$ cat src/inc/pmw_map.svh
// named constants for the power-mode and wakeup controller
`ifndef PMW_MAP_SVH
`define PMW_MAP_SVH

// resume timer load; the core restarts one cycle after the timer expires
`define PMW_RESUME_CYC 3'h7
// longest allowed resume latency from a sampled wake event, in cycles
`define PMW_WAKE_MAX_CYC 9

// per-pin pull encodings held through standby and shutdown
`define PMW_PULL_FLOAT 2'h0
`define PMW_PULL_UP 2'h1
`define PMW_PULL_DOWN 2'h2

// reset values
`define PMW_IO_ANALOG_RST 1'h1
`define PMW_RST_PULLUP_RST 1'h1
`define PMW_FLASH_PD_RST 1'h0

`endif

$ cat src/inc/pmw_pkg.sv
// types shared by the power-mode and wakeup controller
package pmw_pkg;

  // operating modes, deepest last
  typedef enum logic [2:0] {
    PMW_RUN, PMW_LOW_POWER_RUN, PMW_SLEEP, PMW_LOW_POWER_SLEEP,
    PMW_STOP0, PMW_STOP1, PMW_STANDBY, PMW_SHUTDOWN
  } pmw_mode_t;

  // controller phases
  typedef enum logic [1:0] {
    pmw_st_active, pmw_st_low, pmw_st_resume
  } pmw_state_t;

  // wakeup sources as seen by the controller
  typedef struct packed {
    logic reset_pin;
    logic io_any;
    logic radio;
    logic brownout_reset;
    logic voltage_detector;
    logic calendar;
    logic independent_watchdog;
    logic low_power_timers;
    logic serial_start;
    logic serial_addr;
    logic serial_frame;
    logic two_wire_addr;
    logic [1:0] wakeup_pins;
  } pmw_wake_t;

  // trigger sources of the interconnect
  typedef struct packed {
    logic tim_sync;
    logic tim_adc;
    logic tim_dma;
    logic adc_watchdog;
    logic cal_alarm;
    logic cal_tamper;
    logic gpio;
    logic brk_clk_fail;
    logic brk_hard_fault;
    logic brk_ram_parity;
    logic brk_flash_ecc;
    logic brk_volt_det;
  } pmw_trig_in_t;

  // gated triggers toward their destinations
  typedef struct packed {
    logic tim_sync;
    logic tim_adc;
    logic tim_dma;
    logic adc_wdg_tim;
    logic break_in;
    logic lptim_trig;
    logic gpio_tim;
    logic gpio_adc;
  } pmw_trig_out_t;

  // regulator, clock, memory and peripheral enables
  typedef struct packed {
    logic core_run;
    logic main_regulator;
    logic low_power_regulator;
    logic pll_allowed;
    logic radio_en;
    logic rng_en;
    logic flash_on;
    logic sram_on;
    logic stop_periph_en;
    logic other_periph_en;
    logic ram_bank_a_clk;
    logic ram_bank_b_clk;
    logic wide_timer_en;
    logic hse_on;
    logic hsi_on;
  } pmw_gate_t;

endpackage

$ cat src/hdl/pmw_resume_timer.sv
// down-counter that paces the core restart after a wake event
`timescale 1ns/1ps
module pmw_resume_timer #(
  parameter int W = 3
) (
  input wire logic i_clk,
  input wire logic i_rstn,
  input wire logic i_start,
  input wire logic [W-1:0] i_load,
  output logic o_done
);

  logic [W-1:0] cnt;
  wire cnt_last = (cnt == {{(W-1){1'b0}}, 1'b1});

  // a new start reloads, so a late event never shortens the wait
  always_ff @(posedge i_clk or negedge i_rstn) begin
    if (!i_rstn) begin
      cnt <= '0;
      o_done <= 1'b0;
    end else begin
      cnt <= i_start ? i_load : (cnt != '0 ? cnt - 1'b1 : cnt);
      o_done <= cnt_last && !i_start;
    end
  end

endmodule

$ cat src/hdl/pmw_ctrl.sv
// power-mode sequencer, wakeup routing, i/o hold and trigger gating
// Operation
// - sleep modes halt core, peripherals run; any interrupt resumes within 9 cycles
// - low-power run and sleep use low-power regulator; no pll, radio, random source
// - stop modes: flash off, sram kept, only listed peripherals run
// - stop exits on reset pin, any i/o, or listed peripheral events
// - in stop the external fast oscillator follows radio demand automatically
// - in stop the internal 16m oscillator starts on peripheral request
// - serial port wakes from stop on start bit, address or frame
// - two-wire port wakes from stop on address match
// - standby and shutdown wake only from two wakeup pins or calendar
// - pulls per i/o kept floating, up or down in standby and shutdown
// - pull settings are discarded on leaving shutdown
// - i/os sit analog with schmitt trigger off during and after reset
// - reset pin pull-up off while reset source is internal
// - backup domain moves to backup supply when main supply is gone
// - on backup supply alone, interrupts and calendar events do not wake
// - calendar alarm or tamper triggers low-power timers in every mode
// - timer sync, timer-converter, timer-transfer triggers work outside stop, standby and shutdown only
// - advanced timer break from fault sources, everywhere except stop, standby and shutdown
// - converter watchdog triggers advanced timer outside stop, standby and shutdown only
// - any clock source selectable into wide timer; wide timer active outside stop, standby and shutdown
// - gpio triggers timers and converter except in stop, standby and shutdown; low-power timers always
// - flash power-down only with radio unused and code in sram
// - both ram bank clocks gate independently in sleep modes
// - woken 16m oscillator feeds only requesters, stops when unrequested
`timescale 1ns/1ps
`include "pmw_map.svh"
module pmw_ctrl
  import pmw_pkg::*;
#(
  parameter int IO_N = 16,
  parameter int HSI_N = 4,
  parameter int OSC_N = 6,
  parameter int OSC_W = 3
) (
  input wire logic i_clk,
  input wire logic i_rstn,
  input wire pmw_mode_t i_target_mode,
  input wire logic i_sleep_req,
  input wire logic i_lp_run,
  input wire logic i_irq_event,
  input wire pmw_wake_t i_wake,
  input wire logic i_main_supply_ok,
  input wire logic i_internal_reset,
  input wire logic i_io_release,
  input wire logic i_pull_load,
  input wire logic [2*IO_N-1:0] i_pull_cfg,
  input wire logic i_radio_needs_hse,
  input wire logic i_hse_enable,
  input wire logic i_hsi_enable,
  input wire logic [HSI_N-1:0] i_hsi_req,
  input wire logic i_flash_pd_req,
  input wire logic i_flash_pd_clr,
  input wire logic i_radio_in_use,
  input wire logic i_code_in_sram,
  input wire logic i_ram_a_gate,
  input wire logic i_ram_b_gate,
  input wire pmw_trig_in_t i_trig,
  input wire logic [OSC_N-1:0] i_osc_clks,
  input wire logic [OSC_W-1:0] i_osc_sel,
  output pmw_mode_t o_mode,
  output pmw_gate_t o_gate,
  output pmw_trig_out_t o_trig,
  output logic [HSI_N-1:0] o_hsi_feed,
  output logic o_serial_wake_irq,
  output logic o_two_wire_wake_irq,
  output logic [2*IO_N-1:0] o_pull_cfg,
  output logic o_pull_hold,
  output logic o_io_analog,
  output logic o_reset_pullup_en,
  output logic o_on_backup,
  output logic o_flash_pd,
  output logic o_wide_timer_chan
);

  localparam int RT_W = 3;
  localparam int WAKE_MAX = `PMW_WAKE_MAX_CYC;

  // mode class decoders
  function automatic logic is_stop(input pmw_mode_t m);
    is_stop = (m == PMW_STOP0) || (m == PMW_STOP1);
  endfunction

  function automatic logic is_off(input pmw_mode_t m);
    is_off = (m == PMW_STANDBY) || (m == PMW_SHUTDOWN);
  endfunction

  function automatic logic is_lp(input pmw_mode_t m);
    is_lp = (m == PMW_LOW_POWER_RUN) || (m == PMW_LOW_POWER_SLEEP);
  endfunction

  function automatic logic is_sleep(input pmw_mode_t m);
    is_sleep = (m == PMW_SLEEP) || (m == PMW_LOW_POWER_SLEEP);
  endfunction

  // a run-class target on a sleep request means the matching sleep mode
  function automatic pmw_mode_t low_target(input pmw_mode_t t);
    case (t)
      PMW_RUN: low_target = PMW_SLEEP;
      PMW_LOW_POWER_RUN: low_target = PMW_LOW_POWER_SLEEP;
      default: low_target = t;
    endcase
  endfunction

  pmw_state_t state;
  pmw_state_t next_state;
  pmw_mode_t mode;
  pmw_mode_t next_mode;
  logic flash_pd;
  logic next_flash_pd;
  logic tmr_done;
  logic wake_raw;
  pmw_gate_t next_gate;
  pmw_trig_out_t next_trig;

  assign o_mode = mode;
  assign o_flash_pd = flash_pd;

  // peripheral wake requests that stay alive through stop
  wire serial_wake = i_wake.serial_start | i_wake.serial_addr | i_wake.serial_frame;
  wire tw_wake = i_wake.two_wire_addr;
  wire stop_wake = i_wake.reset_pin | i_wake.io_any | i_wake.radio | i_wake.brownout_reset
                 | i_wake.voltage_detector | i_wake.calendar | i_wake.independent_watchdog
                 | i_wake.low_power_timers | serial_wake | tw_wake;
  wire off_wake = (|i_wake.wakeup_pins) | i_wake.calendar;

  // wake decode by the mode in force
  always_comb begin
    wake_raw = 1'b0;
    case (mode)
      PMW_SLEEP, PMW_LOW_POWER_SLEEP: wake_raw = i_irq_event;
      PMW_STOP0, PMW_STOP1: wake_raw = stop_wake;
      PMW_STANDBY, PMW_SHUTDOWN: wake_raw = off_wake;
      default: wake_raw = 1'b0;
    endcase
  end

  // nothing wakes the device while the main supply is absent
  wire wake_qual = wake_raw && i_main_supply_ok && !o_on_backup;
  wire wake_take = (state == pmw_st_low) && wake_qual;
  wire leave_shutdown = wake_take && (mode == PMW_SHUTDOWN);
  wire leave_off = wake_take && is_off(mode);
  wire run_mode_sel = i_lp_run;

  pmw_resume_timer #(
    .W(RT_W)
  ) u_resume (
    .i_clk(i_clk),
    .i_rstn(i_rstn),
    .i_start(wake_take),
    .i_load(`PMW_RESUME_CYC),
    .o_done(tmr_done)
  );

  // phase and mode sequencing; the target is latched with the request
  always_comb begin
    next_state = state;
    next_mode = mode;
    case (state)
      pmw_st_active: begin
        next_mode = run_mode_sel ? PMW_LOW_POWER_RUN : PMW_RUN;
        if (i_sleep_req) begin
          next_state = pmw_st_low;
          next_mode = low_target(i_target_mode);
        end
      end
      pmw_st_low: begin
        if (wake_take) begin
          next_state = pmw_st_resume;
        end
      end
      pmw_st_resume: begin
        if (tmr_done) begin
          next_state = pmw_st_active;
          next_mode = run_mode_sel ? PMW_LOW_POWER_RUN : PMW_RUN;
        end
      end
      default: begin
        next_state = pmw_st_active;
        next_mode = PMW_RUN;
      end
    endcase
  end

  always_ff @(posedge i_clk or negedge i_rstn) begin
    if (!i_rstn) begin
      state <= pmw_st_active;
      mode <= PMW_RUN;
    end else begin
      state <= next_state;
      mode <= next_mode;
    end
  end

  // flash power-down is accepted only when nothing can fetch from flash
  wire pd_ok = i_flash_pd_req && !i_radio_in_use && i_code_in_sram;
  assign next_flash_pd = pd_ok ? 1'b1 : (i_flash_pd_clr ? 1'b0 : flash_pd);

  always_ff @(posedge i_clk or negedge i_rstn) begin
    if (!i_rstn) begin
      flash_pd <= `PMW_FLASH_PD_RST;
    end else begin
      flash_pd <= next_flash_pd;
    end
  end

  // gating follows the mode being entered, so it lands with the request
  wire link_ok = !is_stop(next_mode) && !is_off(next_mode);
  wire lpreg = is_lp(next_mode) || (next_mode == PMW_STOP1);
  wire nm_stop = is_stop(next_mode);
  wire nm_off = is_off(next_mode);
  wire nm_full = (next_mode == PMW_RUN) || (next_mode == PMW_SLEEP);
  assign next_gate.core_run = (next_state == pmw_st_active);
  assign next_gate.main_regulator = !lpreg && !nm_off;
  assign next_gate.low_power_regulator = lpreg;
  assign next_gate.pll_allowed = nm_full;
  assign next_gate.radio_en = nm_full || nm_stop;
  assign next_gate.rng_en = nm_full;
  assign next_gate.flash_on = link_ok && !next_flash_pd;
  assign next_gate.sram_on = !nm_off;
  assign next_gate.stop_periph_en = !nm_off;
  assign next_gate.other_periph_en = link_ok;
  // the bank gates only bite in sleep; run always clocks both banks
  assign next_gate.ram_bank_a_clk = link_ok && !(is_sleep(next_mode) && i_ram_a_gate);
  assign next_gate.ram_bank_b_clk = link_ok && !(is_sleep(next_mode) && i_ram_b_gate);
  assign next_gate.wide_timer_en = link_ok;
  assign next_gate.hse_on = nm_stop ? i_radio_needs_hse : (!nm_off && i_hse_enable);
  assign next_gate.hsi_on = nm_stop ? (|i_hsi_req) : (!nm_off && i_hsi_enable);

  // interconnect gating; only low-power timer paths survive stop
  assign next_trig.tim_sync = link_ok && i_trig.tim_sync;
  assign next_trig.tim_adc = link_ok && i_trig.tim_adc;
  assign next_trig.tim_dma = link_ok && i_trig.tim_dma;
  assign next_trig.adc_wdg_tim = link_ok && i_trig.adc_watchdog;
  assign next_trig.break_in = link_ok && (i_trig.brk_clk_fail | i_trig.brk_hard_fault
                            | i_trig.brk_ram_parity | i_trig.brk_flash_ecc | i_trig.brk_volt_det);
  assign next_trig.lptim_trig = i_trig.cal_alarm | i_trig.cal_tamper | i_trig.gpio;
  assign next_trig.gpio_tim = link_ok && i_trig.gpio;
  assign next_trig.gpio_adc = link_ok && i_trig.gpio;

  // oscillator measurement input; sampled, so only slow sources are meaningful
  wire osc_pick = (32'(i_osc_sel) < OSC_N) ? i_osc_clks[i_osc_sel] : 1'b0;

  always_ff @(posedge i_clk or negedge i_rstn) begin
    if (!i_rstn) begin
      o_gate <= '0;
      o_trig <= '0;
      o_hsi_feed <= '0;
      o_wide_timer_chan <= 1'b0;
    end else begin
      o_gate <= next_gate;
      o_trig <= next_trig;
      o_hsi_feed <= i_hsi_req & {HSI_N{!nm_off}};
      o_wide_timer_chan <= link_ok && osc_pick;
    end
  end

  // stop-mode wake interrupts of the serial and two-wire ports
  always_ff @(posedge i_clk or negedge i_rstn) begin
    if (!i_rstn) begin
      o_serial_wake_irq <= 1'b0;
      o_two_wire_wake_irq <= 1'b0;
    end else begin
      o_serial_wake_irq <= is_stop(mode) && serial_wake;
      o_two_wire_wake_irq <= is_stop(mode) && tw_wake;
    end
  end

  // pull settings; load only while running, cleared on shutdown exit
  always_ff @(posedge i_clk or negedge i_rstn) begin
    if (!i_rstn) begin
      o_pull_cfg <= {IO_N{`PMW_PULL_FLOAT}};
      o_pull_hold <= 1'b0;
    end else begin
      if (leave_shutdown) begin
        o_pull_cfg <= {IO_N{`PMW_PULL_FLOAT}};
      end else if (i_pull_load && state == pmw_st_active) begin
        o_pull_cfg <= i_pull_cfg;
      end
      o_pull_hold <= nm_off;
    end
  end

  // i/o analog state; a wake from standby or shutdown is a reset too
  always_ff @(posedge i_clk or negedge i_rstn) begin
    if (!i_rstn) begin
      o_io_analog <= `PMW_IO_ANALOG_RST;
      o_reset_pullup_en <= `PMW_RST_PULLUP_RST;
      o_on_backup <= 1'b0;
    end else begin
      o_io_analog <= leave_off ? 1'b1 : (i_io_release ? 1'b0 : o_io_analog);
      o_reset_pullup_en <= !i_internal_reset;
      o_on_backup <= !i_main_supply_ok;
    end
  end
endmodule

$ cat config.mk
export PLATFORM = sky130hd
export DESIGN_NAME = pmw_ctrl
export DESIGN_NICKNAME = d
export VERILOG_FILES = /design/src/inc/pmw_pkg.sv /design/src/hdl/pmw_resume_timer.sv /design/src/hdl/pmw_ctrl.sv
export VERILOG_INCLUDE_DIRS = /design/src /design/src/inc
export SDC_FILE = /design/constraint.sdc
export NUM_CORES = 1
export LEC_CHECK = 0
export ABC_AREA = 1
export BUFFER_PORTS_ARGS = -buffer_cell sky130_fd_sc_hd__buf_2
export CAP_MARGIN = 15
export CORE_MARGIN = 5
export CORE_UTILIZATION = 47
export CTS_BUF_LIST = sky130_fd_sc_hd__clkbuf_16
export DETAILED_ROUTE_END_ITERATION = 6
export PLACE_DENSITY_LB_ADDON = 0.2
export SYNTH_ARGS = -nofsm -noshare
export SYNTH_HDL_FRONTEND = slang
export SYNTH_SLANG_ARGS = --single-unit
$ cat constraint.sdc
create_clock -name i_clk -period 3.55 [get_ports i_clk]
set_input_delay 0.5325 -clock i_clk [delete_from_list [all_inputs] [get_ports i_clk]]
set_output_delay 0.5325 -clock i_clk [all_outputs]
set_load 0.02 [all_outputs]
==> flow_metrics.tcl <==
set metrics [dict create \
    status "finished clean" \
    clock_skew_ps 3.75 \
    setup.worst_path.start_class "register" \
    post_synth_instance_area_mm2 0.00320 \
    postSynthNetCount 416 \
    totalWireLength_um 7270 \
    cts_hold_buf 0 \
    p_seq_frac 0.345 \
    clk_path_buf_depth 2 \
    yosysTopAreaCellShare 0.547 \
    hpwl_um 5540 \
    timing.critical_path.buf_inv 2 \
    post_cts.repair.setup_buffers 0 \
    tritoncts "yes" \
    grt_start_max_net_pins 38 \
    tightest_slew_ps 855 \
    worst_path_largest_cell_delay_ps 600 \
    yosysWarnings 0 \
    relSlewSlack 0.430 \
    hold_path_class "in -> async" \
    totalNegativeSetupSlack_ps 0 \
    slew_viol_final 0 \
    avgRoutedWirePerCell_um 12.8 \
    layout.cells.most_common_list "buf_2, dfrtp_1, inv_1" \
    register_area_mm2 0.00180 \
    synth-seq-cells 72 \
    period_needed_ps 1830 \
    rsz0062_at_grt "false" \
    cts.clk_slew.worst_paths_ps 50 \
    p_leak_nw 2.54 \
    detailedRoute.firstPassIterationCount 4 \
    cellInternalPower_mw 2.36 \
    die_area_mm2 0.00856 \
    place.gp.congestion 0.832 \
    path_common_cell "nand2_1" \
    rows 30 \
    share_of_post_route_cells_with_drive_strength_above_1 0.415 \
    floorplan.core_area_mm2 0.00672 \
    remaining_global_route_overflow 0 \
    most_common_cell_after_layout_fill_and_taps_aside "buf_2" \
    switching_share 0.384 \
    power.ir.vdd_worst_v 0.000418 \
    cts-buffers-inserted 9 \
    num-fill-cells 569 \
    worst_skew_pair.late_latency_ps 320 \
    power.net_switching_mw 1.47 \
    slowest_stage "nand4_2" \
    grt_first_pass_wirelength_um 12100 \
    route.antenna.remaining_nets 0 \
    total_power_of_the_final_layout_mw 3.82 \
    htree_levels 3 \
    yosysSeqAreaShare 0.564 \
    postcts_resize_cnt 0 \
    final_net_count 579 \
    rr_startpoint "o_mode[1]$_DFF_PN0_" \
    groute.usage.overall 0.176 \
    antenna_cells 0 \
    floorplan.initialDensity 0.477 \
    post_synthesis_cells 321 \
    pwr-share-comb 0.415 \
    via_count 2588 \
    drv_cap 0 \
    port_buffers 161 \
    timing.final.setup_violations 0 \
    crit_chain "nand2_1 -> inv_1 -> a22oi_1 -> nand2_1 -> nand4_2 -> nand2_1 -> inv_1" \
    achievable-frequency_ghz 0.545 \
    vias_in_the_first_global_route 2590 \
    cts-root-buf "clkbuf_16" \
    power.share.clock 0.240 \
    worst_ep_arrival_time_ps 2040 \
    critPathCaptureType "register" \
    cp_class "reg -> reg" \
    cp_max_fo 32 \
    die_w_um 92.5 \
    timing.critical_path.required_ps 3760 \
    worst_setup_path_startpoint "o_mode[1]$_DFF_PN0_" \
    critPathTopFamily "simple AND/OR/NAND/NOR gates" \
    antenna_found_initial 0 \
    cts.sink_count 72 \
    top_level_ports 162 \
    die_height_um 92.5 \
    layout_worst_path_cycle_share 0.517 \
    multiInputGateArea_mm2 0.00103 \
    synth.lib_cells_used.distinct 33 \
    synth.area.top_cells "dfrtp_1, mux2_1, inv_1, nand2_1, nor2_1" \
    drc_violation_count_after_routing 0 \
    synth.avg_cell_area_um2 9.97 \
    finalHoldViolCount 0 \
    post_drt_via_cell_ratio 4.55 \
    power-per-cell-area_mw_per_mm2 881 \
    area_growth_syn_to_layout_pct 35.5 \
    first_iter_violations 37 \
    synth_area_leader_cell "dfrtp_1" \
]
-- power by group through the flow --
stage               logic (mW)  registers, mW  clock network [mW]
finish                    1.59           1.32               0.918
global route              1.75           1.37               0.974
CTS                       1.61           1.32               0.940
detailed placement        1.60           1.33                   0
global placement          1.57           1.32                   0
floorplan                0.711           1.72                   0
-- cells by family (layout without fill, tap and decap cells) --
kind of cell | count (synthesis) | after routing | share of synthesized area
adders and majority gates | 3 | 3 | 0.0117
AOI/OAI and AO/OA | 22 | 22 | 0.0461
DFF | 72 | 72 | 0.564
and+or+nand+nor | 111 | 111 | 0.151
muxes | 32 | 32 | 0.113
buffers and inverters | 81 | 249 | 0.115
-- final cells by class --
class                      count  share of cell area
tap                           80              0.0231
inverter                      70              0.0611
multi-input combinational    168               0.237
clock buffer                   9              0.0519
sequential                    72               0.416
clock inverter                 7              0.0187
timing repair buffer         163               0.192
-- flip-flops by register name (all words and copies together) (netlist names), 2 cells and up --
name          count
o_gate           12
o_hsi_feed        4
o_mode            3
o_pull_cfg       32
o_trig            7
state             2
u_resume.cnt      3
-- through the flow --
| step | setup slack, ps | util | instances | cell area (um2) | hold slack, ps |
|---|---|---|---|---|---|
| after floorplan | 2030 | - | 321 | 3200 | 237 |
| after global placement | 1550 | 0.600 | 553 | 4030 | 502 |
| after detailed placement | 1470 | 0.600 | 553 | 4030 | 512 |
| after CTS | 1700 | 0.646 | 569 | 4340 | 306 |
| after global routing | 1450 | 0.646 | 569 | 4340 | 309 |
| final | 1720 | 0.646 | 569 | 4340 | 315 |
-- synth_stat cells (all sizes together) --
library cell  number
inv               70
o21ai              9
nor2              36
dfstp              2
a22oi              1
dfrtp             70
nand4              1
nor4               1
ha                 3
buf               11
o221ai             1
nand3              9
nor3               2
nor3b              1
o21a               1
o21bai             1
o211a              1
nand2             60
a21oi              7
mux2              32
or2                1
a21o               1
-- metal layers --
layer  part of all wire  vias up  GRT usage
met5                  0        -          0
met2               0.51      110      0.302
met1               0.39     1171      0.212
li1                   -     1299          -
met3              0.092        8     0.0496
met4             0.0091        0     0.0594
-- final timing paths --
kind / to / cells past startpoint / slack [ps]
setup / recovery: o_pull_cfg[8]$_DFFE_PN0P_ / 7 / 1720
hold / removal: o_pull_cfg[3]$_DFFE_PN0P_ / 1 / 320
setup reg to reg: o_pull_cfg[8]$_DFFE_PN0P_ / 7 / 1720
hold reg to reg: state[1]$_DFF_PN0_ / 3 / 550
max in group asynchronous: o_reset_pullup_en$_DFF_PN1_ / 2 / 2480
min in group i_clk: o_reset_pullup_en$_DFF_PN1_ / 2 / 320
Power figures use the tool's default switching activity.
